<file path="src/hdl/switch_cfg_defs.vh">
// Purpose: constants for the two-bank serial configuration register block
// Assumes: 16-bit serial words, MSB first
// Notes: field positions are bit indexes in the 16-bit word or 9-bit field
`ifndef SWITCH_CFG_DEFS_VH
`define SWITCH_CFG_DEFS_VH
`define WORD_BITS 16
`define WD_BIT 15
`define PAR_BIT 14
`define BANK_BIT 13
`define ADDR_HI 12
`define ADDR_LO 10
`define FIELD_HI 8
`define ADDR_RDSEL 3'h0
`define ADDR_DUTY 3'h1
`define ADDR_LOAD_TYPE_INPUT 3'h2
`define ADDR_OCR 3'h4
`define FIELD_RESET 9'h000
`define DUTY_EN 8
`define LOAD_TYPE_INPUT_OS_OFF 8
`define LOAD_TYPE_INPUT_OLON_OFF 7
`define LOAD_TYPE_INPUT_OLOFF_OFF 6
`define LOAD_TYPE_INPUT_DIR_BLOCK 5
`define OCR_LOW_RANGE 8
`define OCR_DIV_SEL 7
`define OCR_INT_CLK 6
`define OCR_SENSE_LOW 5
`define OCR_WIN1 4
`define OCR_WIN2 3
`define OCR_UPPER 2
`define OCR_MIDDLE 1
`define OCR_LOW 0
`define DIV_SHORT 10'h100
`define DIV_LONG 10'h200
`define INT_DIV 10'h0fa
`endif

</file>
<file path="src/hdl/switch_cfg_regs.v">
// Purpose: serial-loaded configuration banks for a two-channel load switch
// Assumes: SPI mode 0, chip select active low, even parity over the word
// Notes: serial pins are resynchronised to clk_i; one bank per channel
`timescale 1ns/10ps
`include "switch_cfg_defs.vh"
module switch_cfg_regs (
    input wire clk_i,
    input wire rst_i,
    input wire sclk_i,
    input wire csb_n_i,
    input wire si_i,
    input wire ext_clk_i,
    input wire [1:0] direct_in_i,
    input wire [1:0] load_type_input_i,
    input wire [1:0] duty_run_i,
    input wire [1:0] oc_window_i,
    output reg [1:0] channel_on_o,
    output reg [1:0] short_to_supply_detect_on_o,
    output reg [1:0] on_state_open_load_on_o,
    output reg [1:0] off_state_open_load_on_o,
    output reg [3:0] slew_rate_o,
    output reg [3:0] upper_threshold_o,
    output reg [3:0] middle_threshold_o,
    output reg [3:0] low_threshold_o,
    output reg [1:0] sense_ratio_low_o,
    output reg [1:0] threshold_third_o,
    output reg [1:0] sense_available_o,
    output reg [3:0] window1_sel_o,
    output reg [3:0] window2_sel_o,
    output reg [1:0] middle_active_o,
    output reg [3:0] readback_sel_o,
    output reg watchdog_toggle_bit_o,
    output reg parity_fault_o
);

    // Per-channel registers
    reg [8:0] duty_q [0:1];
    reg [8:0] load_type_input_q [0:1];
    reg [8:0] ocr_q [0:1];
    reg [2:0] sclk_s_q, csb_s_q, si_s_q, ext_s_q;
    reg sclk_v_q, csb_v_q, ext_v_q;
    reg [15:0] shift_q;
    reg [4:0] bits_q;
    reg [9:0] div_q [0:1];
    reg [7:0] phase_q [0:1];
    reg [2:0] dly_q [0:1];
    reg [1:0] dly_done_q;
    reg [1:0] run_q;
    // Loop indexes, one per process
    integer i;
    integer j;
    integer k;
    integer n;

    // Divider length from clock source and prescale choice
    function [9:0] div_len;
        input [8:0] ocr;
        begin
            // Internal clock: fixed step length in system clocks
            if (ocr[`OCR_INT_CLK])
                div_len = `INT_DIV;
            // External clock: period divider spread over the 256 steps
            else if (ocr[`OCR_DIV_SEL])
                div_len = `DIV_LONG >> 8;
            else
                div_len = `DIV_SHORT >> 8;
        end
    endfunction

    // Three-stage synchronisers; sclk, csb and ext change accepted when stages 2 and 3 agree, si taken from stage 3 as is
    always @(posedge clk_i)
    begin
        if (rst_i)
        begin
            sclk_s_q <= 3'h0;
            csb_s_q <= 3'h7;
            si_s_q <= 3'h0;
            ext_s_q <= 3'h0;
            sclk_v_q <= 1'b0;
            csb_v_q <= 1'b1;
            ext_v_q <= 1'b0;
        end
        else
        begin
            sclk_s_q <= {sclk_s_q[1:0], sclk_i};
            csb_s_q <= {csb_s_q[1:0], csb_n_i};
            si_s_q <= {si_s_q[1:0], si_i};
            ext_s_q <= {ext_s_q[1:0], ext_clk_i};
            if (sclk_s_q[1] == sclk_s_q[2])
                sclk_v_q <= sclk_s_q[2];
            if (csb_s_q[1] == csb_s_q[2])
                csb_v_q <= csb_s_q[2];
            if (ext_s_q[1] == ext_s_q[2])
                ext_v_q <= ext_s_q[2];
        end
    end

    // Edge strobes from the filtered pins and word fields
    wire sclk_rise = (sclk_s_q[1] == sclk_s_q[2]) && sclk_s_q[2] && !sclk_v_q;
    wire csb_rise = (csb_s_q[1] == csb_s_q[2]) && csb_s_q[2] && !csb_v_q;
    wire ext_rise = (ext_s_q[1] == ext_s_q[2]) && ext_s_q[2] && !ext_v_q;
    wire word_ok = (bits_q == 5'h10);
    wire par_ok = ~^shift_q;
    wire bank = shift_q[`BANK_BIT];
    wire [2:0] addr = shift_q[`ADDR_HI:`ADDR_LO];
    wire [8:0] field = shift_q[`FIELD_HI:0];

    // Shift in word, decode on chip-select release
    always @(posedge clk_i)
    begin
        if (rst_i)
        begin
            shift_q <= 16'h0000;
            bits_q <= 5'h00;
            readback_sel_o <= 4'h0;
            watchdog_toggle_bit_o <= 1'b0;
            parity_fault_o <= 1'b0;
            for (j = 0; j < 2; j = j + 1)
            begin
                duty_q[j] <= `FIELD_RESET;
                load_type_input_q[j] <= `FIELD_RESET;
                ocr_q[j] <= `FIELD_RESET;
            end
        end
        else if (csb_rise)
        begin
            bits_q <= 5'h00;
            // Only a word of exactly 16 bits is looked at
            if (word_ok)
            begin
                watchdog_toggle_bit_o <= shift_q[`WD_BIT];
                parity_fault_o <= !par_ok;
                // Bad parity updates the status bits only
                if (par_ok)
                begin
                    case (addr)
                        `ADDR_RDSEL: readback_sel_o <= {bank, field[2:0]};
                        `ADDR_DUTY: duty_q[bank] <= field;
                        `ADDR_LOAD_TYPE_INPUT: load_type_input_q[bank] <= field;
                        `ADDR_OCR: ocr_q[bank] <= field;
                        default: ;
                    endcase
                end
            end
        end
        else if (!csb_v_q && sclk_rise)
        begin
            shift_q <= {shift_q[14:0], si_s_q[2]};
            // Saturate so that long frames stay refused
            if (bits_q != 5'h1f)
                bits_q <= bits_q + 5'h01;
        end
    end

    // Duty-cycle engine per channel: prescaler, delay, 256-step phase
    always @(posedge clk_i)
    begin
        if (rst_i)
        begin
            run_q <= 2'h0;
            dly_done_q <= 2'h0;
            for (i = 0; i < 2; i = i + 1)
            begin
                div_q[i] <= 10'h000;
                phase_q[i] <= 8'h00;
                dly_q[i] <= 3'h0;
            end
        end
        else
        begin
            for (i = 0; i < 2; i = i + 1)
            begin
                run_q[i] <= duty_run_i[i] & duty_q[i][`DUTY_EN];
                if (!run_q[i])
                begin
                    div_q[i] <= 10'h000;
                    phase_q[i] <= 8'h00;
                    dly_q[i] <= 3'h0;
                    // Idle: a zero delay lets the first step switch on at once
                    dly_done_q[i] <= (load_type_input_q[i][2:0] == 3'h0);
                end
                else if (ocr_q[i][`OCR_INT_CLK] || ext_rise)
                begin
                    if (div_q[i] >= div_len(ocr_q[i]) - 10'h001)
                    begin
                        div_q[i] <= 10'h000;
                        // Delay counts whole steps before the phase starts
                        if (!dly_done_q[i])
                        begin
                            dly_q[i] <= dly_q[i] + 3'h1;
                            if (dly_q[i] + 3'h1 == load_type_input_q[i][2:0])
                                dly_done_q[i] <= 1'b1;
                        end
                        else
                            phase_q[i] <= phase_q[i] + 8'h01;
                    end
                    else
                        div_q[i] <= div_q[i] + 10'h001;
                end
            end
        end
    end

    // Channel drive, detection enables and slew
    always @(posedge clk_i)
    begin
        if (rst_i)
        begin
            // Detection enabled, channel off
            channel_on_o <= 2'h0;
            short_to_supply_detect_on_o <= 2'h3;
            on_state_open_load_on_o <= 2'h3;
            off_state_open_load_on_o <= 2'h3;
            slew_rate_o <= 4'h0;
            sense_available_o <= 2'h0;
        end
        else
        begin
            for (k = 0; k < 2; k = k + 1)
            begin
                // Direct input allowed unless blocked; duty function always counts
                channel_on_o[k] <= (run_q[k] && dly_done_q[k] &&
                    phase_q[k] < duty_q[k][7:0]) ||
                    (!load_type_input_q[k][`LOAD_TYPE_INPUT_DIR_BLOCK] && direct_in_i[k]);
                short_to_supply_detect_on_o[k] <= !load_type_input_q[k][`LOAD_TYPE_INPUT_OS_OFF];
                on_state_open_load_on_o[k] <= !load_type_input_q[k][`LOAD_TYPE_INPUT_OLON_OFF];
                off_state_open_load_on_o[k] <= !load_type_input_q[k][`LOAD_TYPE_INPUT_OLOFF_OFF];
                // 0 medium, 1 low, 2 high, 3 medium-high
                slew_rate_o[2*k +: 2] <= load_type_input_q[k][4:3];
                // Sense withheld while a window is open
                sense_available_o[k] <= !oc_window_i[k];
            end
        end
    end

    // Threshold, sense ratio and window decode
    always @(posedge clk_i)
    begin
        if (rst_i)
        begin
            // All codes at their default levels
            upper_threshold_o <= 4'h0;
            middle_threshold_o <= 4'h0;
            low_threshold_o <= 4'h0;
            sense_ratio_low_o <= 2'h0;
            threshold_third_o <= 2'h0;
            window1_sel_o <= 4'h0;
            window2_sel_o <= 4'h0;
            middle_active_o <= 2'h0;
        end
        else
        begin
            for (n = 0; n < 2; n = n + 1)
            begin
                // Threshold codes: 0 is the higher value
                upper_threshold_o[2*n +: 2] <= {1'b0, ocr_q[n][`OCR_UPPER]};
                middle_threshold_o[2*n +: 2] <= load_type_input_i[n] ? 2'h0 :
                    {1'b0, ocr_q[n][`OCR_MIDDLE]};
                // 0 highest, 1 middle, 2 lowest
                low_threshold_o[2*n +: 2] <= !ocr_q[n][`OCR_LOW_RANGE] ? 2'h0 :
                    (ocr_q[n][`OCR_LOW] ? 2'h2 : 2'h1);
                sense_ratio_low_o[n] <= ocr_q[n][`OCR_SENSE_LOW];
                threshold_third_o[n] <= ocr_q[n][`OCR_SENSE_LOW];
                middle_active_o[n] <= !load_type_input_i[n];
                // Bulb: two width bits; motor: one of four windows in window1_sel
                if (load_type_input_i[n])
                begin
                    window1_sel_o[2*n +: 2] <= ocr_q[n][4:3];
                    window2_sel_o[2*n +: 2] <= 2'h0;
                end
                else
                begin
                    window1_sel_o[2*n +: 2] <= {1'b0, ocr_q[n][`OCR_WIN1]};
                    window2_sel_o[2*n +: 2] <= {1'b0, ocr_q[n][`OCR_WIN2]};
                end
            end
        end
    end

endmodule

</file>
<file path="config.mk">
export PLATFORM = sky130hd
export DESIGN_NAME = switch_cfg_regs
export DESIGN_NICKNAME = d
export VERILOG_FILES = /design/src/hdl/switch_cfg_regs.v
export VERILOG_INCLUDE_DIRS = /design/src /design/src/hdl
export SDC_FILE = /design/constraint.sdc
export NUM_CORES = 1
export LEC_CHECK = 0
export CAP_MARGIN = 20
export CORE_ASPECT_RATIO = 1.4
export CORE_MARGIN = 10
export CORE_UTILIZATION = 60
export CTS_CLUSTER_DIAMETER = 30
export DETAILED_ROUTE_END_ITERATION = 8
export DONT_BUFFER_PORTS = 1
export GPL_TIMING_DRIVEN = 0
export HOLD_SLACK_MARGIN = 0.03
export PLACE_DENSITY = 0.76
export SYNTH_ARGS = -nofsm -noshare
export SYNTH_HDL_FRONTEND = slang
export SYNTH_SLANG_ARGS = --single-unit
</file>
<file path="constraint.sdc">
create_clock -name clk_i -period 7.4 [get_ports clk_i]
set_input_delay 0.37 -clock clk_i [delete_from_list [all_inputs] [get_ports clk_i]]
set_output_delay 0.37 -clock clk_i [all_outputs]
set_load 0.005 [all_outputs]
</file>
* Word level (Yosys, flattened, before mapping)
Memories as Yosys holds them, arrays and structs flattened.
Index checks and enable logic that the tools add are counted.
** Storage, ports and cells
- Register bits after elaboration :: 84
- Bits in writable memories :: 96
- Output and inout port bits :: 46
- Memories kept :: 6
** Operators by class
- Add/subtract/negate cells :: 9
- Magnitude comparators :: 4
- Eq/ne operators :: 14
- Multiplexer cells :: 117
- Bitwise gates (word level) :: 21
- Reduce and logical (&&, ||, !) cells :: 53
** Memory list
- div_q :: words 2, width 10, read ports 2, clocked after memory_dff 0, write ports 2, line switch_cfg_regs.v:44 : reg [9:0] div_q [0:1];
- duty_q :: words 2, width 9, read ports 2, clocked after memory_dff 0, write ports 2, line switch_cfg_regs.v:37 : reg [8:0] duty_q [0:1];
- load_type_input_q :: words 2, width 9, read ports 2, clocked after memory_dff 0, write ports 2, line switch_cfg_regs.v:38 : reg [8:0] load_type_input_q [0:1];
- ocr_q :: words 2, width 9, read ports 2, clocked after memory_dff 0, write ports 2, line switch_cfg_regs.v:39 : reg [8:0] ocr_q [0:1];
- phase_q :: words 2, width 8, read ports 2, clocked after memory_dff 0, write ports 2, line switch_cfg_regs.v:45 : reg [7:0] phase_q [0:1];
- dly_q :: words 2, width 3, read ports 2, clocked after memory_dff 0, write ports 2, line switch_cfg_regs.v:46 : reg [2:0] dly_q [0:1];
** Operator list (number)
- 2-to-1 mux 10 bit :: 12
- 2-to-1 mux 1 bit :: 88
- 2-to-1 mux 8 bit :: 6
- 2-to-1 mux 9 bit :: 3
- OR reduction 9 bit :: 3
- adder 10 x 1 -> 10 bit, second input constant :: 2
- greater-or-equal comparator 10 bit :: 2
- subtractor 10 x 1 -> 10 bit, second input constant :: 2
- adder 8 x 1 -> 8 bit, second input constant :: 2
- logical NOT 1 bit :: 16
- < comparator 8 bit :: 2
- XNOR reduction 16 bit :: 1
- OR 1 bit :: 14
- OR reduction 2 bit :: 7
- logical AND 1 bit :: 13
- 2-to-1 mux 3 bit :: 4
- AND reduction 2 bit :: 5
- logical NOT 3 bit :: 3
- 2-to-1 mux 2 bit :: 4
- inequality test 2 x 1 -> 1 bit, second input constant :: 4
- adder 3 x 1 -> 3 bit, second input constant :: 2
- equality test 3 bit :: 2
- adder 5 x 1 -> 5 bit, second input constant :: 1
- equality test 5 bit, second input constant :: 1
- 9 further kinds :: 19

* Depth between registers and ports, before layout
- Depth after elaboration :: 16
- Depth in mapped cells :: 9
- Depth with buffers taken out :: 8

* Worst setup path after synthesis
OpenSTA, ideal clock, no wires.
- Path type :: reg-to-reg
- Start :: register shift_q[10]
- End :: memory ocr_q[0][0], enable pin
- Setup time :: 0.390 ns
- Arrival :: 2.351 ns
- Required time :: 7.010 ns
- Path slack :: 4.659 ns
- Stages on the path, launching flop included :: 7
- Buffers on the path :: 0
- Period minus slack after synthesis :: 2.741 ns
- Cells stage by stage :: dfxtp_1 > inv_1 > ha_1 > xor2_1 > xnor2_1 > xnor3_2 > o31ai_1
** RTL lines
- start: declaration :: line switch_cfg_regs.v:42 : reg [15:0] shift_q;
- start signal: assignment :: line switch_cfg_regs.v:148 : shift_q <= {shift_q[14:0], si_s_q[2]};
- end: declaration :: line switch_cfg_regs.v:39

==> metrics.txt <==
PD cells=232 nW/µm²; die width=116 µm; # fillers=957; CTS clk-pin slew, worst paths=0.07 ns; Final min period=2.96 ns; clk_lat worst skew=0.43 ns; max-slew violation count=0; layout cells sized above 1=8.03%; f_max=338 MHz; Pre-antenna DRT Iters=5; TritonCTS clock tree=built; yosys warns=0; MaxCap Viol Count=0; Synth area leaders=edfxtp_1 (37%), dfxtp_1 (20%), ha_1 (7.3%), nor2_1 (5.6%), nand2_1 (3.9%); pin count of the biggest net entering global routing=19; CP arrival=3.12 ns; most frequent cell on the critical path=a21oi_1; Via Count=5137; Core Box Area=12800 µm²; drt total wl=15.7 mm; leakage dissipation=3.43 nW; multi-input logic area=3070 µm²; H-tree depth=4; First DRT Iteration DRCs=285; Tot Pwr=2.00 mW; outcome=complete, no violations; Hold Slack=0.0708 ns; Post-Syn Instances=712; Slew @ Worst Pin=0.666 ns; sequential area share after synthesis=57.4%; synthesized flop and latch total=174; WL/cell=17.2 µm; async set-reset flop share out of synthesis=0%; Top FF cell, synth=edfxtp_1; WP buf/inv=0; first-pass GRT wire length=25.0 mm; fin crit share=40.0%; Setup TNS=0 ns; Rows=49; port bufs=0; Finished Layout Cells=913; FF+latch area=4440 µm²; Initial Util=60.8%; endpoint class of the critical path=flop; simple-gate share of the synthesized area=20.0%; DRC Markers=0; Root Driver=clkbuf_16; CP max stage delay=0.56 ns; Post-Place Cells=875; crit path kind=flop to flop; Final Util=67.5%; RSZ-0062 raised after global routing=no; Adder-Cell Fraction of Synth Area=7.27%; number of routed nets with antenna violations=0; post-DP HPWL=11.7 mm; Worst path top cell family by delay=compound AO/OA/AOI/OAI gates; number of global-route vias before repair=5191; startpoint types=flop; gr ovfl total=0; crit path cell chain=or2_2 > ha_1 > or3b_2 > a21o_1 > a21oi_1 > o21bai_1 > a21oi_1 > nor3_1; top cell type's share of synthesized area=37.2%; Final Hold Viols=0; number of flops mapped to enable cells by yosys=96; Setup-failing EPs final=0; # diodes=0; synth unique cells=50; routability congestion estimate=0.898; Via density=5.63; syn avg cell area=10.9 µm²; Post CTS Setup Buffer Count=0; CP max-delay cell=a21oi_1; Max Clock Skew=0.0107 ns; Worst VDD drop=171 µV; GRT Util Overall=17.9%; full die area=17900 µm²; worst hold path type=input port to flop; maximum buffer depth of the clock tree=2; area grow syn2layout=11.0%; chip height=154 µm; Mapped Area=7750 µm²; clk sinks=174; # resized after CTS=0; mux share of post-synthesis cell area=1.42%; Post-Synth XOR/XNOR Area=5.86%; main combinational cell family by area after synthesis=simple AND/OR/NAND/NOR gates; largest area contributor in the netlist=edfxtp_1; Data required, critical path=7.56 ns; hold_buf cts=5; complex-gate fraction of the synthesized area=4.54%; Slew headroom=55.6%; nets=806; I/O pins=60; Max FO, Critical Path=8; antenna violations before repair=0; total CTS buffers=17
kinds of logic (layout without fill, tap and decap cells):
family                     count (synthesis)  in the layout
and+or+nand+nor                          320            320
DFF                                      174            174
AOI/OAI and AO/OA                         57             57
buffers and inverters                     56             95
xor gates and xnor gates                  47             47
adders and majority gates                 45             45
muxes                                     11             11
other                                      2             11
cell usage after synthesis (3+ instances only):
cell      count
nor3_1       10
or2_2         6
nor4b_1       4
buf_4         8
nand2b_1     12
nand3_1      26
o21ai_0       6
nand2_1      81
a211oi_1      4
and3_1       16
nor4_1        4
nor2b_1      24
edfxtp_1     96
inv_1        28
a21o_1        6
ha_1         45
clkbuf_1     12
and2_1        4
nor2_1      116
xnor2_1      18
buf_1         3
buf_6         3
nor3b_1       3
mux2i_1      11
a21oi_1      28
xor2_1       26
dfxtp_1      78
flip-flops by register name, summed over array words and instances, names as in the netlist, 3 cells and up:
register,cells
phase_q,16
ocr_q,18
sclk_s_q,3
readback_sel_o,4
ext_s_q,3
shift_q,16
csb_s_q,3
load_type_input_q,18
bits_q,5
window1_sel_o,4
si_s_q,3
slew_rate_o,4
div_q,20
dly_q,6
low_threshold_o,4
duty_q,18
worst register-to-register path: cells and delay by family, from the launching register on:
family          cells  cell delay [ns]
compound gates      4             1.08
flops               1             0.42
simple gates        3             0.92
fa+ha+maj           1             0.27
final cells by class:
cell class                      count  area share, %
Clock buffer                       17           4.95
Clock inverter                     15           1.64
Timing Repair Buffer                7          0.727
Sequential cell                   174           51.7
Buffer                             28           1.86
Inverter                           28           1.22
Tap cell                          153           2.23
Multi-Input combinational cell    491           35.7
cells in the final DEF (no fill, tap or decap), drive strengths merged, types with 5 or more instances in the layout:
master,n
a21o,6
a21oi,28
and3,16
buf,17
clkbuf,30
conb,11
dfxtp,78
dlygate4sd3,5
edfxtp,96
ha,45
inv,39
mux2i,11
nand2,81
nand2b,12
nand3,27
nor2,116
nor2b,24
nor3,11
nor4,5
o21ai,6
or2,6
xnor2,18
xor2,26
report_power, final:
group	internal, mW	switching (mW)
Combinational	0.0299	0.0445
Sequential	1.05	0.0187
Clock	0.448	0.408
Total	1.53	0.471
path summary, 6_finish.rpt:
| check | from | to | slack [ns] | depth (start not counted) |
|---|---|---|---|---|
| hold reg to reg | csb_s_q[0]$_SDFF_PP1_ | csb_s_q[1]$_SDFF_PP1_ | 0.41 | 1 |
| hold / removal | sclk_i | sclk_s_q[0]$_SDFF_PP0_ | 0.07 | 1 |
| setup / recovery | ocr_q[0][6]$_SDFFCE_PN0P_ | phase_q[0][7]$_SDFFCE_PN0P_ | 4.44 | 8 |
| setup reg to reg | ocr_q[0][6]$_SDFFCE_PN0P_ | phase_q[0][7]$_SDFFCE_PN0P_ | 4.44 | 8 |
metrics by stage:
step / area (µm²) / setup WS, ns
final: 8600 / 4.44
after global routing: 8600 / 4.27
after detailed placement: 7980 / 4.28
after floorplan: 7780 / 4.66
after global placement: 7970 / 4.29
after CTS: 8590 / 4.25
metal layers:
| metal | routed length, µm | vias to the layer above | GRT usage [%] |
|---|---|---|---|
| met5 | 0 | - | 0 |
| met4 | 570 | 0 | 9.44 |
| met3 | 687 | 44 | 4.18 |
| met2 | 8340 | 141 | 31.7 |
| met1 | 6150 | 2464 | 19.1 |
| li1 | - | 2488 | - |
Note: power is estimated with default switching activity, not from simulation.
